File: src/rtl/crcb_pkg.sv
package crcb_pkg;

    // ==========================================
    // Register map
    localparam logic [11:0] ADDR_RESULT_HIGH = 12'h000;
    localparam logic [11:0] ADDR_RESULT_LOW = 12'h004;
    localparam int ADDR_W = 12;

    // ==========================================
    // Generator
    localparam logic [15:0] CRC_POLY = 16'h1021;
    localparam logic [15:0] CRC_RESET = 16'h0000;
    localparam int CRC_W = 16;
    localparam int BYTE_W = 8;
    localparam int HIGH_LSB = 8;

    // ==========================================
    // Command queue
    localparam int FIFO_DEPTH = 8;
    localparam int ITEM_W = 9;
    localparam int KIND_POS = 8;

    typedef enum logic [0:0] {
        KIND_HIGH = 1'b0,
        KIND_LOW = 1'b1
    } crcb_kind_t;

endpackage

File: src/rtl/crcb_top.sv
// Contract
// Checksum lives in a 16-bit register using polynomial x^16+x^12+x^5+1.
// High-register write loads bits 15-8 and arms the seed sequence.
// Armed low-register write loads bits 7-0, disarms, no shifting.
// Unarmed low-register write shifts its eight bits in, MSB first.
// A data byte is fully absorbed by the following bus cycle.
// High-register read returns bits 15-8, no side effects.
// Low-register read returns bits 7-0, no side effects.
// Result is raw register contents, never complemented, no augmentation.
// High-register write restarts the seed sequence whatever is in progress.
// Zero and all-ones seeds give the published reference checksums.
// Block keeps fully working while the processor waits.
// Deep stop modes halt the block and return it to reset.
// Light stop freezes the calculation; it resumes on return to run.
// Host writes seed high, seed low, then data; reads a cycle later.
// After reset the seed sequence is disarmed.
// Per bit: feedback is input XOR bit 15, shift left, taps 12, 5, 0.
//
// Design decisions made here: the address map and the APB slave port.

// ==========================================
// Command queue
module crcb_fifo #(
    parameter int WIDTH = 9,
    parameter int DEPTH = 8
) (
    input wire logic pclk,
    input wire logic presetn,
    input wire logic flush,
    input wire logic in_valid,
    output logic in_ready,
    input wire logic [WIDTH-1:0] in_data,
    output logic out_valid,
    input wire logic out_ready,
    output logic [WIDTH-1:0] out_data
);
    localparam int PTR_W = $clog2(DEPTH);
    localparam logic [PTR_W:0] DEPTH_CNT = DEPTH[PTR_W:0];

    logic [WIDTH-1:0] mem [DEPTH];
    logic [PTR_W-1:0] wptr;
    logic [PTR_W-1:0] rptr;
    logic [PTR_W:0] count;

    wire push = in_valid && in_ready;
    wire pop = out_valid && out_ready;

    // Flush stalls the writer rather than dropping its word
    assign in_ready = (count != DEPTH_CNT) && !flush;
    assign out_valid = (count != '0) && !flush;
    assign out_data = mem[rptr];

    function automatic logic [PTR_W-1:0] ptr_inc(input logic [PTR_W-1:0] p);
        ptr_inc = (p == PTR_W'(DEPTH - 1)) ? '0 : p + PTR_W'(1);
    endfunction

    always_ff @(posedge pclk) begin
        if (push) begin
            mem[wptr] <= in_data;
        end
    end

    always_ff @(posedge pclk or negedge presetn) begin
        if (!presetn) begin
            wptr <= '0;
            rptr <= '0;
            count <= '0;
        end else if (flush) begin
            wptr <= '0;
            rptr <= '0;
            count <= '0;
        end else begin
            if (push) begin
                wptr <= ptr_inc(wptr);
            end
            if (pop) begin
                rptr <= ptr_inc(rptr);
            end
            count <= count + {{PTR_W{1'b0}}, push} - {{PTR_W{1'b0}}, pop};
        end
    end
endmodule

// ==========================================
// Generator with APB access
module crcb_top #(
    parameter int FIFO_DEPTH = crcb_pkg::FIFO_DEPTH
) (
    input wire logic pclk,
    input wire logic presetn,
    input wire logic psel,
    input wire logic penable,
    input wire logic pwrite,
    input wire logic [crcb_pkg::ADDR_W-1:0] paddr,
    input wire logic [31:0] pwdata,
    output logic [31:0] prdata,
    output logic pready,
    output logic pslverr,
    input wire logic stop_light,
    input wire logic stop_deep
);
    import crcb_pkg::*;

    logic [CRC_W-1:0] crc;
    logic armed;
    logic rd_ok;
    logic [CRC_W-1:0] next_crc;
    logic next_armed;

    // ==========================================
    // One byte per cycle, MSB first
    function automatic logic [CRC_W-1:0] crc_byte(
        input logic [CRC_W-1:0] c,
        input logic [BYTE_W-1:0] d
    );
        logic [CRC_W-1:0] r;
        logic fb;
        r = c;
        for (int i = BYTE_W - 1; i >= 0; i--) begin
            fb = d[i] ^ r[CRC_W-1];
            r = {r[CRC_W-2:0], 1'b0} ^ (fb ? CRC_POLY : '0);
        end
        crc_byte = r;
    endfunction

    // ==========================================
    // Bus decode
    wire sel_high = (paddr == ADDR_RESULT_HIGH);
    wire sel_low = (paddr == ADDR_RESULT_LOW);
    wire mapped = sel_high || sel_low;
    wire access = psel && penable;
    wire wr_req = access && pwrite && mapped;
    wire [CRC_W-1:0] rd_word = sel_high ? {8'h00, crc[CRC_W-1:HIGH_LSB]} : (sel_low ? {8'h00, crc[BYTE_W-1:0]} : '0);

    wire q_in_ready;
    wire q_out_valid;
    wire [ITEM_W-1:0] q_out_data;
    wire eng_ready = !stop_light && !stop_deep;
    wire eng_take = q_out_valid && eng_ready;
    wire [ITEM_W-1:0] q_in_data = {sel_low ? KIND_LOW : KIND_HIGH, pwdata[BYTE_W-1:0]};
    wire item_low = (q_out_data[KIND_POS] == KIND_LOW);
    wire [BYTE_W-1:0] item_byte = q_out_data[BYTE_W-1:0];

    // Reads wait until all queued bytes have been absorbed
    assign pready = !mapped || (pwrite ? q_in_ready : rd_ok);
    assign pslverr = access && !mapped;

    crcb_fifo #(
        .WIDTH(ITEM_W),
        .DEPTH(FIFO_DEPTH)
    ) u_fifo (
        .pclk(pclk),
        .presetn(presetn),
        .flush(stop_deep),
        .in_valid(wr_req),
        .in_ready(q_in_ready),
        .in_data(q_in_data),
        .out_valid(q_out_valid),
        .out_ready(eng_ready),
        .out_data(q_out_data)
    );

    // ==========================================
    // Engine
    always_comb begin
        next_crc = crc;
        next_armed = armed;
        if (stop_deep) begin
            next_crc = CRC_RESET;
            next_armed = 1'b0;
        end else if (eng_take) begin
            if (!item_low) begin
                next_crc = {item_byte, crc[BYTE_W-1:0]};
                next_armed = 1'b1;
            end else if (armed) begin
                next_crc = {crc[CRC_W-1:HIGH_LSB], item_byte};
                next_armed = 1'b0;
            end else begin
                next_crc = crc_byte(crc, item_byte);
            end
        end
    end

    always_ff @(posedge pclk or negedge presetn) begin
        if (!presetn) begin
            crc <= CRC_RESET;
            armed <= 1'b0;
        end else begin
            crc <= next_crc;
            armed <= next_armed;
        end
    end

    // Read data sampled a cycle ahead; crc cannot move while the queue stays empty and deep stop is low
    always_ff @(posedge pclk or negedge presetn) begin
        if (!presetn) begin
            prdata <= '0;
            rd_ok <= 1'b0;
        end else begin
            prdata <= {16'h0000, rd_word};
            rd_ok <= !q_out_valid && !stop_deep;
        end
    end

    // ==========================================
    // Assertions
    wire rd_done = access && !pwrite && pready;

    seed_high_a: assert property (@(posedge pclk) disable iff (!presetn)
        eng_take && !stop_deep && !item_low |=> crc[CRC_W-1:HIGH_LSB] == $past(item_byte) && armed)
        else $error("high seed byte not loaded");

    seed_restart_a: assert property (@(posedge pclk) disable iff (!presetn)
        armed && eng_take && !item_low && !stop_deep |=> armed && $stable(crc[BYTE_W-1:0]))
        else $error("seed restart failed");

    seed_low_a: assert property (@(posedge pclk) disable iff (!presetn)
        eng_take && !stop_deep && item_low && armed
        |=> crc == {$past(crc[CRC_W-1:HIGH_LSB]), $past(item_byte)} && !armed)
        else $error("low seed byte not loaded");

    data_shift_a: assert property (@(posedge pclk) disable iff (!presetn)
        eng_take && !stop_deep && item_low && !armed |=> crc == crc_byte($past(crc), $past(item_byte)))
        else $error("data byte shifted wrongly");

    ref_vector_a: assert property (@(posedge pclk) disable iff (!presetn)
        crc_byte(16'h0000, 8'h41) == 16'h58e5 && crc_byte(16'hffff, 8'h41) == 16'hb915)
        else $error("reference checksum mismatch");

    drain_a: assert property (@(posedge pclk) disable iff (!presetn)
        wr_req && q_in_ready && !q_out_valid && eng_ready ##1 eng_ready |=> !q_out_valid)
        else $error("byte not absorbed next cycle");

    read_high_a: assert property (@(posedge pclk) disable iff (!presetn)
        rd_done && sel_high |-> prdata == {24'h00_0000, crc[CRC_W-1:HIGH_LSB]})
        else $error("high read mismatch");

    read_low_a: assert property (@(posedge pclk) disable iff (!presetn)
        rd_done && sel_low |-> prdata == {24'h00_0000, crc[BYTE_W-1:0]} ##1 $stable(armed))
        else $error("low read mismatch");

    freeze_a: assert property (@(posedge pclk) disable iff (!presetn)
        stop_light && !stop_deep |=> $stable(crc) && $stable(armed))
        else $error("calculation moved in light stop");

    deep_reset_a: assert property (@(posedge pclk) disable iff (!presetn)
        stop_deep |=> crc == CRC_RESET && !armed && !q_out_valid)
        else $error("deep stop did not reset");

    reset_disarm_a: assert property (@(posedge pclk) disable iff (!presetn)
        $rose(presetn) |-> !armed && crc == CRC_RESET)
        else $error("armed after reset");

    // ==========================================
    // Bus protocol checks
    bus_ok_a: assert property (@(posedge pclk) disable iff (!presetn)
        access && mapped |-> !pslverr)
        else $error("error flagged on a mapped access");

    bus_err_a: assert property (@(posedge pclk) disable iff (!presetn)
        access && !mapped |-> pready && pslverr)
        else $error("unmapped access not refused");

    err_idle_a: assert property (@(posedge pclk) disable iff (!presetn)
        !access |-> !pslverr)
        else $error("error flagged outside an access");

    rd_upper_a: assert property (@(posedge pclk) disable iff (!presetn)
        rd_done |-> prdata[31:BYTE_W] == '0)
        else $error("read data upper bits not zero");

    // A read answered early would show a checksum still moving
    read_wait_a: assert property (@(posedge pclk) disable iff (!presetn)
        rd_done && mapped |-> !$past(q_out_valid))
        else $error("read answered while bytes were queued");

    wr_accept_a: assert property (@(posedge pclk) disable iff (!presetn)
        access && pwrite && mapped && !stop_deep && !q_out_valid |-> pready)
        else $error("write refused with empty queue");

    read_quiet_a: assert property (@(posedge pclk) disable iff (!presetn)
        access && !pwrite && !q_out_valid && !stop_deep |=> $stable(crc) && $stable(armed))
        else $error("read disturbed the generator");

    deep_stall_a: assert property (@(posedge pclk) disable iff (!presetn)
        stop_deep && access && pwrite && mapped |-> !pready)
        else $error("write taken in deep stop");

    light_accept_a: assert property (@(posedge pclk) disable iff (!presetn)
        stop_light && !stop_deep && access && pwrite && mapped && !q_out_valid |-> pready)
        else $error("write refused in light stop");

    reset_read_a: assert property (@(posedge pclk) disable iff (!presetn)
        $rose(presetn) |-> prdata == '0 && !q_out_valid)
        else $error("read data or queue not clear after reset");

    // ==========================================
    // Generator and queue checks
    low_disarm_a: assert property (@(posedge pclk) disable iff (!presetn)
        eng_take && item_low |=> !armed)
        else $error("armed after a low byte");

    seed_keep_a: assert property (@(posedge pclk) disable iff (!presetn)
        eng_take && !item_low |=> $stable(crc[BYTE_W-1:0]))
        else $error("high seed byte disturbed low bits");

    restart_any_a: assert property (@(posedge pclk) disable iff (!presetn)
        eng_take && !item_low && !armed |=> armed)
        else $error("high write did not restart seeding");

    // Hand-worked cases: a set input bit and a set bit 15 feed back alike
    tap_step_a: assert property (@(posedge pclk) disable iff (!presetn)
        crc_byte(16'h8000, 8'h00) == 16'h9188 && crc_byte(16'h0000, 8'h80) == 16'h9188)
        else $error("feedback taps wrong");

    result_hold_a: assert property (@(posedge pclk) disable iff (!presetn)
        eng_take && item_low && !armed ##1 !q_out_valid && !stop_deep |=> $stable(crc))
        else $error("result moved after absorption");

    queue_pass_a: assert property (@(posedge pclk) disable iff (!presetn)
        wr_req && q_in_ready && !q_out_valid && !stop_deep
        |=> q_out_data == $past(q_in_data) && (q_out_valid || stop_deep))
        else $error("queued byte lost or reordered");

    freeze_hold_a: assert property (@(posedge pclk) disable iff (!presetn)
        stop_light && !stop_deep && q_out_valid |=> q_out_valid || stop_deep)
        else $error("queue drained in light stop");

    full_flag_a: assert property (@(posedge pclk) disable iff (!presetn)
        wr_req && !stop_deep && !pready |-> q_out_valid)
        else $error("write stalled with queue empty");

    seed_cover: cover property (@(posedge pclk) disable iff (!presetn)
        eng_take && !item_low ##[1:8] eng_take && item_low && armed);

    data_cover: cover property (@(posedge pclk) disable iff (!presetn)
        eng_take && item_low && !armed ##2 rd_done);

    full_cover: cover property (@(posedge pclk) disable iff (!presetn)
        wr_req && !q_in_ready);

    freeze_cover: cover property (@(posedge pclk) disable iff (!presetn)
        stop_light && q_out_valid ##1 !stop_light);

    bus_err_cover: cover property (@(posedge pclk) disable iff (!presetn)
        access && !mapped && pwrite);

endmodule

File: config.mk
export PLATFORM = sky130hd
export DESIGN_NAME = crcb_top
export DESIGN_NICKNAME = d
export VERILOG_FILES = /design/src/rtl/crcb_pkg.sv /design/src/rtl/crcb_top.sv
export SDC_FILE = /design/constraint.sdc
export NUM_CORES = 1
export LEC_CHECK = 0
export BUFFER_PORTS_ARGS = -buffer_cell sky130_fd_sc_hd__buf_2
export CAP_MARGIN = 20
export CORE_AREA = 2 2 101 103
export DETAILED_ROUTE_END_ITERATION = 12
export DIE_AREA = 0 0 103 105
export GPL_TIMING_DRIVEN = 0
export MAX_ROUTING_LAYER = met4
export PLACE_DENSITY = 0.82
export SLEW_MARGIN = 20
export SYNTH_ARGS = -nofsm -noshare
export SYNTH_HDL_FRONTEND = slang
export SYNTH_SLANG_ARGS = --single-unit
export TNS_END_PERCENT = 30
File: constraint.sdc
create_clock -name pclk -period 3.1 [get_ports pclk]
set_input_delay 0.62 -clock pclk [delete_from_list [all_inputs] [get_ports pclk]]
set_output_delay 0.62 -clock pclk [all_outputs]
set_load 0.02 [all_outputs]
* Yosys cells after proc, flatten, opt, wreduce, memory -nomap -nowiden *
Memory sizes are Yosys's and may differ from the RTL's.
Cells that the tools add are included.

operators by class
  add/subtract/negate cells = 4
  eq/ne operators = 5
  multiplexer cells = 28
  bitwise gates (word level) = 16
  reductions and logical operators = 23

operators with widths
  kind                                                  number
  XOR 16 x 13 -> 16 bit                                 8
  2-to-1 mux 13 bit                                     8
  2-to-1 mux 16 bit                                     4
  2-to-1 mux 3 bit                                      6
  2-to-1 mux 8 bit                                      2
  equality test 12 x 3 -> 1 bit, second input constant  1
  zero test 12 bit                                      1
  logical AND 1 bit                                     10
  XOR 1 bit                                             8
  2-to-1 mux 1 bit                                      7
  adder 3 x 1 -> 3 bit, second input constant           2
  equality test 3 bit, second input constant            2
  nonzero test 2 bit                                    3
  adder 4 x 1 -> 4 bit                                  1
  zero test 1 bit                                       4
  2-to-1 mux 4 bit                                      1
  inequality test 4 bit, second input constant          1
  AND reduction 2 bit                                   2
  nonzero test 4 bit                                    1
  subtractor 4 x 1 -> 4 bit                             1
  inequality test 3 bit, second input constant          1
  logical OR 1 bit                                      2

word-level totals
  register bits = 44
  memory bits (writable) = 72
  logic and storage cells = 85
  memories = 1

memory list
  memory      depth  bits a word  read ports  clocked after memory_dff  wr ports  line            source
  u_fifo.mem  8      9            1           0                         1         crcb_top.sv:40  logic [WIDTH-1:0] mem [DEPTH];

* Longest topological paths before layout *
Gate-level depths: netlist of run 1.
An unclocked memory read counts as a cell.

  word-level depth = 29
  gate-level depth with buffers = 12
  mapped depth without buffers = 11

* Modules after synthesis *
Synthesis of run 1 repeated with hierarchy kept, for this count alone.

unflattened totals
  cell total of the unflattened synthesis = 349
  area, all modules = 5185.0 um^2

modules (own cells, without submodules)
  module     times used  cells an instance  area an instance (um^2)
  crcb_fifo  1           178                3483.3
  crcb_top   1           171                1701.6

* Worst setup path after synthesis of run 1 *
OpenSTA, ideal clock, no wires.

  path type = input-to-reg
  from = input paddr[5] (netlist bit)
  to = memory u_fifo.mem[0][0], enable pin
  library setup time = 0.387 ns
  data arrival time = 2.453 ns
  required time = 2.713 ns
  slack = 0.261 ns
  stages on the path = 7
  buffers on the path = 1
  cells stage by stage = nor4_1 nand3_1 or3_1 clkbuf_1 inv_1 nand2b_1 nor3_1

between the ends
  cells in the longest elaborated chain, start to end = 6
  elaborated cells between the ends (all ways) = 7

ends and longest elaborated chain
  element                                                                   line                              source
  start, declared                                                           crcb_top.sv:94                    input wire logic [crcb_pkg::ADDR_W-1:0] paddr,
  equality test 12 x 3 -> 1 bit / zero test 12 bit (equally long branches)  crcb_top.sv:129, crcb_top.sv:128
  logical OR 1 bit (*)                                                      crcb_top.sv:130                   wire mapped = sel_high || sel_low;
  logical AND 1 bit (*)                                                     crcb_top.sv:132                   wire wr_req = access && pwrite && mapped;
  logical AND 1 bit (*)                                                     crcb_top.sv:45                    wire push = in_valid && in_ready;
  2-to-1 mux 1 bit (*)                                                      crcb_top.sv:58                    if (push) begin
  2-to-1 mux 1 bit (implied by the code) (*)                                crcb_top.sv:59                    mem[wptr] <= in_data;
  end, declared                                                             crcb_top.sv:40

Every way passes the cells marked *; elsewhere a longest branch is shown, timed or not.

* Final worst setup path of run 1 *
  from = input paddr[5] (netlist bit)
  to = memory u_fifo.mem[7][2], enable pin

The elaborated chain is that of the path after synthesis.

==> flow_summary.ini, run 1 <==
[outcome]
outcome = completed

[sta]
final.min_clock_period_ns = 2.850
setup_violations = 0
finalMaxSlewViolations = 0
post-route-period-util_pct = 91.92
rsz0062_at_grt = false
whs_ns = 0.2983
skew_ns = 0.01263
hold_violations = 0
timing.fmax_ghz = 0.3509
relSlewSlack_pct = 32.23
tightest_slew_ns = 1.013

[layout]
multi_input_area_um2 = 2107
syn2layout_area_growth_pct = 12.21
fin_nets = 526
fillers = 751
num_antenna_cells = 0
layoutNonFillerInstCount = 602
drive_gt1_share_pct = 23.67
seqCellArea_um2 = 3063

[yosys]
synth_compound_area_share_pct = 7.090
synth_flop_cell = edfxtp_1
synth_cell_types = 61
ys_seq_elements = 108
synthAdderAreaFrac_pct = 2.688
synth_area_per_cell_um2 = 13.71
syn_inst = 394
synthSimpleGateAreaFrac_pct = 8.573
ys_seq_area_share_pct = 56.72
ys_async_sr_fraction_pct = 33.33
synth_warnings = 0
netlist_area_um2 = 5400
synth_most_common_cell = edfxtp_1
yosysTopAreaCell = edfxtp_1
synthXorXnorAreaFrac_pct = 6.418
synth_edf_count = 72
synth_top_family_by_area = multiplexers
muxShareOfSynthArea_pct = 12.35
synth_common_cells = edfxtp_1, dfrtp_1, nor2_1, buf_4, nand2_1
synth_top_cell_area_share_pct = 40.04
synth.area.top_cells = edfxtp_1, dfrtp_1, buf_4

[detailed_routing]
vias = 3284
wl_um = 10190
wl_met1_um = 4258
dr.first_iter.drc_count = 159
wl_met2_um = 5133
dr.pass1.iters = 4
routed.top_layer = met4
vias_per_cell = 5.455
dr_wl_met3_um = 600
post-route-drc-count = 0
wl_per_cell_um = 16.93
ant_nets = 0

[hold_path]
hp-class = in -> async

[power_and_ir_drop]
p_per_area_nw_per_um2 = 694.4
leakage_nw = 2.410
irDropWorstVdd_v = 0.0004076
p_total_w = 0.004208

[place]
place_hpwl_um = 7331
portBuffers = 34
gp_congestion = 0.8854
dp_cells = 586

[global_routing]
grtUsageTotal_pct = 20.85
grt_pass1_wl_um = 16610
grt_pass1_vias = 3271
antenna_found_initial = 0
grt_max_degree = 37
grt-ovfl-total = 0

[clock_tree]
cts_tree = done
cts_max_level = 3
cts.sinks = 108
postCtsSetupBuffers = 0
cts_root_buf = clkbuf_8
cts.clk_slew.worst_paths_ns = 0.11
clock_latency_ns = 0.38
clockBufferDepth = 2
numCtsBuffers = 9

[die]
coreArea_um2 = 9639
dieWidth_um = 103
die_y_um = 105
row_count = 36
ios = 85
dieArea_um2 = 10820
start_util_pct = 56.02

[critical_path]
endpoint_kind = flop
start_kind = primary input
criticalPathCategory = in -> reg
r2r_setup_slack_ns = 0.34
cp.arrival_ns = 2.85
cp_data_required_time_ns = 3.10
cp_max_fo = 9

[flow_run]
maxCapViolCount = 0
[critical path: stages]
cell,delay (ns)
buf_2,0.10
nor4_1,0.34
nand3_1,0.14
or3_1,0.42
clkbuf_1,0.16
inv_1,0.13
nand2_1,0.13
nor2_1,0.80
[per-stage QoR]
stage               instance area [um2]  util (%)  TNS (ns)  setup slack (ns)
floorplan                          5487         -         0            0.2606
global placement                   5823     60.41    -18.09           -0.6175
detailed placement                 5848     60.67    -7.772           -0.1720
CTS                                6057     62.84         0            0.2241
global route                       6060     62.86         0           0.02685
finish                             6060     62.86         0            0.2504
[power breakdown]
part / switching [W] / internal [W]
clock network: 0.000538 / 0.000328
registers: 0.000101 / 0.00164
logic: 0.000820 / 0.000781
[worst paths after layout]
kind,start,to,cells past startpoint
min in group pclk,pwdata[6],u_fifo.mem[6][6],1
max in group asynchronous,presetn,crc[7],1
worst min register to register,crc[11],prdata[3],2
worst max-delay path,paddr[5],u_fifo.mem[7][2],8
worst max register to register,u_fifo.rptr[1],crc[7],7
worst min-delay path,presetn,crc[10],1
[placed cells by master, fill, tap and decap left out, drive strengths merged, types with 4 or more instances in the layout]
cell type	n
nor3	10
nand3	4
o21ai	11
xor2	9
o22ai	5
mux2	8
edfxtp	72
a22oi	7
a22o	4
buf	69
inv	16
mux2i	19
nor2b	7
ha	10
xnor2	19
nand2b	4
nor2	30
dfrtp	36
nand2	19
clkbuf	18
a21oi	10
nand3b	4
conb	24
mux4	14
[cell type report]
type / instances / share of cell area [%]
flip-flops and latches: 108 / 50.55
multi-input cells: 255 / 34.77
plain buffers: 42 / 4.687
repair buffers: 36 / 3.056
well taps: 133 / 2.746
clock buffers: 9 / 2.044
clock inverters: 7 / 1.404
inverters: 12 / 0.7433
[flip-flops by register name, summed over array words and instances, names as in the netlist]
name and count:
u_fifo.count 4, armed 1, prdata 8, u_fifo.mem 72
rd_ok 1, u_fifo.rptr 3, crc 16, u_fifo.wptr 3
[routing by layer]
metal | up-vias | track usage, %
met3 | 27 | 4.548
li1 | 1542 | -
met2 | 115 | 33.72
met1 | 1600 | 26.17
met4 | 0 | 6.673
met5 | - | -
[what timing repair did]
item / CTS / global route
setup endpoints to repair: 0 / 6
gates resized for setup: 0 / 1
hold buffers: 0 / 0
[logic make-up after synthesis]
logic type,count (synthesis)
other,1
AOI/OAI and AO/OA,56
adders and majority gates,11
DFF,108
and+or+nand+nor,92
xor gates and xnor gates,31
muxes,41
buffers and inverters,54
Power figures use the tool's default switching activity.
==> run 2: changes to the inputs <==
Settings changed: CORE_AREA 2 2 101 103 to 2 2 100 102, DIE_AREA 0 0 103 105 to 0 0 102 104, PLACE_DENSITY 0.82 to 0.81, SYNTH_HIERARCHICAL set to 1.
==> run 2 against run 1 <==
  * Register-to-register slack worse by 0.09 ns
  * Via count down 12%
  * Sequential power down 8%
  * Synthesized cell count down 11%
  * Clock-buffer cell count unchanged
  * Sequential share of layout area up 1.9 points
  * First-iteration DRC count down 6.9%
  * Combinational power down 65%
  * Cell count down 7.6%
  * Global-route usage down 1.2 points
  * Critical endpoint is now crc[6]
  * Largest cell class unchanged
==> flow_summary.ini, run 2 <==
[layout]
fin_nets = 481
largest_reg_flops = 72
mostFrequentLayoutCell = edfxtp_1
syn2layout_area_growth_pct = 12.64
num_antenna_cells = 0
fin_area_um2 = 5841
drive_gt1_share_pct = 25.77
fillers = 739
reg_top3 = u_fifo/mem: 72 flops, crc: 16 flops, prdata: 8 flops
layout_common_cells = edfxtp_1, buf_2, dfrtp_1, nor2_1, buf_4
largest_register = u_fifo/mem
fin_util_pct = 61.16

[yosys]
synth_warnings = 6
netlist_area_um2 = 5185
synth_top_cell_area_share_pct = 41.70
synth_cell_types = 40
syn_inst = 349
synth_common_cells = edfxtp_1, dfrtp_1, nor2_1, buf_4, xor2_1
synth_most_common_cell = edfxtp_1
ys_seq_area_share_pct = 59.07
synth_flop_cell = edfxtp_1
ys_async_sr_fraction_pct = 33.33
synth_edf_count = 72
yosysTopAreaCell = edfxtp_1
synth_area_per_cell_um2 = 14.86
ys_seq_elements = 108
synth.area.top_cells = edfxtp_1, dfrtp_1, mux4_1

[die]
ios = 85
dieWidth_um = 102
die_y_um = 104
dieArea_um2 = 10610
row_count = 36
start_util_pct = 54.30
coreArea_um2 = 9549

[clock_tree]
clock_latency_ns = 0.37
numCtsBuffers = 9
cts.clk_slew.worst_paths_ns = 0.10
postCtsSetupBuffers = 0
ctsResizeCount = 0
cts.sinks = 108
cts_max_level = 3
hold_buffers = 0
cts_tree = done
clockBufferDepth = 2
cts_root_buf = clkbuf_8

[power_and_ir_drop]
p_sw_w = 0.0008032
p_per_area_nw_per_um2 = 516.9
p_seq_share_pct = 52.9
p_comb_share_pct = 18.6
swShare_pct = 26.61
irDropWorstVdd_v = 0.0003376
intPower_w = 0.002216
pwr-share-clk_pct = 28.6
leakage_nw = 2.376

[detailed_routing]
dr.first_iter.drc_count = 148
dr.pass1.iters = 4
post-route-drc-count = 0
wl_per_cell_um = 16.80
vias = 2897
vias_per_cell = 5.210
ant_nets = 0
wl_um = 9341

[place]
portBuffers = 35
gp_congestion = 0.7452
place_hpwl_um = 6392
placed_cell_area_um2 = 5630

[outcome]
outcome = completed

[critical_path]
rr_endpoint = crc[6]
cp_data_required_time_ns = 3.37
start_kind = flop
r2r_setup_slack_ns = 0.25
cp.arrival_ns = 3.12
r2r_cells = 9
timing.rr.start = u_fifo/rptr[2]
cp_max_fo = 10
startpoint = u_fifo/rptr[2]
criticalPathCategory = reg -> reg
endpoint_kind = flop

[global_routing]
grt_pass1_wl_um = 15250
antenna_found_initial = 0
grt_pass1_vias = 3010
grt-ovfl-total = 0
grt_max_degree = 37
grtUsageTotal_pct = 19.68

[hold_path]
hp-class = in -> async

[sta]
rsz0062_at_grt = false
timing.fmax_ghz = 0.3508
setup_violations = 0
finalMaxSlewViolations = 0
final.min_clock_period_ns = 2.851
skew_ns = 0.009320
post-route-period-util_pct = 91.96
whs_ns = 0.3306
relSlewSlack_pct = 28.19
hold_violations = 0
tightest_slew_ns = 1.073

[flow_run]
maxCapViolCount = 0
-- run 2: power by group through the flow --
stage / combinational [W] / sequential [W] / clock, W
2_1_floorplan: 0.000443 / 0.00162 / 0
3_3_place_gp: 0.000536 / 0.00163 / 0
3_5_place_dp: 0.000553 / 0.00163 / 0
4_1_cts: 0.000558 / 0.00160 / 0.000884
5_1_grt: 0.000625 / 0.00160 / 0.000935
6_report: 0.000560 / 0.00160 / 0.000862
-- run 2: cells by family after synthesis --
family	share of synthesized area [%]
xor gates and xnor gates	7.553
muxes	14.62
other	0.07232
DFF	59.07
buffers and inverters	5.236
and+or+nand+nor	7.143
adders and majority gates	2.799
AOI/OAI and AO/OA	3.499
-- run 2: area by class of cell --
type	instances	area, um2	area share (%)
Inverter	7	26.28	0.4499
Clock inverter	6	71.32	1.221
Sequential cell	108	3063	52.44
Clock buffer	9	123.9	2.121
Tap cell	133	166.4	2.849
Timing Repair Buffer	36	182.7	3.128
Multi-Input combinational cell	223	1961	33.57
Buffer	34	246.5	4.220
-- run 2: worst max path at each step --
| stage | to | slack [ns] |
|---|---|---|
| after detailed placement | u_fifo/mem[4][2] | -0.28 |
| after CTS | u_fifo/mem[4][6] | 0.11 |
| after global placement | u_fifo/mem[0][2] | -0.58 |
| final | crc[6] | 0.25 |
| after floorplan | u_fifo/count[2] | 0.22 |
| after global routing | u_fifo/count[2] | 0.02 |
-- run 2: through the flow --
step	total power [W]	TNS [ns]	setup slack (ns)	cells
floorplan	0.002064	0	0.2241	372
global placement	0.002162	-14.25	-0.5826	540
detailed placement	0.002181	-12.30	-0.2848	541
CTS	0.003038	0	0.1126	556
global route	0.003160	0	0.01964	556
finish	0.003019	0	0.2491	556
-- run 2: routing by layer --
layer / GRT usage [%] / vias to the layer above / share of wire [%]
li1: - / 1356 / -
met5: - / - / 0
met2: 32.94 / 88 / 52
met1: 24.32 / 1439 / 41
met3: 4.167 / 14 / 5.3
met4: 5.238 / 0 / 1.4
-- run 2: critical path: stages (launching register included) --
cell and delay, ns:
dfrtp_1 0.38, buf_2 0.28, buf_2 0.33, mux4_2 0.34, mux2_4 0.30, xor2_1 0.36
xor3_1 0.39, nor2_1 0.12, xor2_1 0.08, a22o_1 0.17
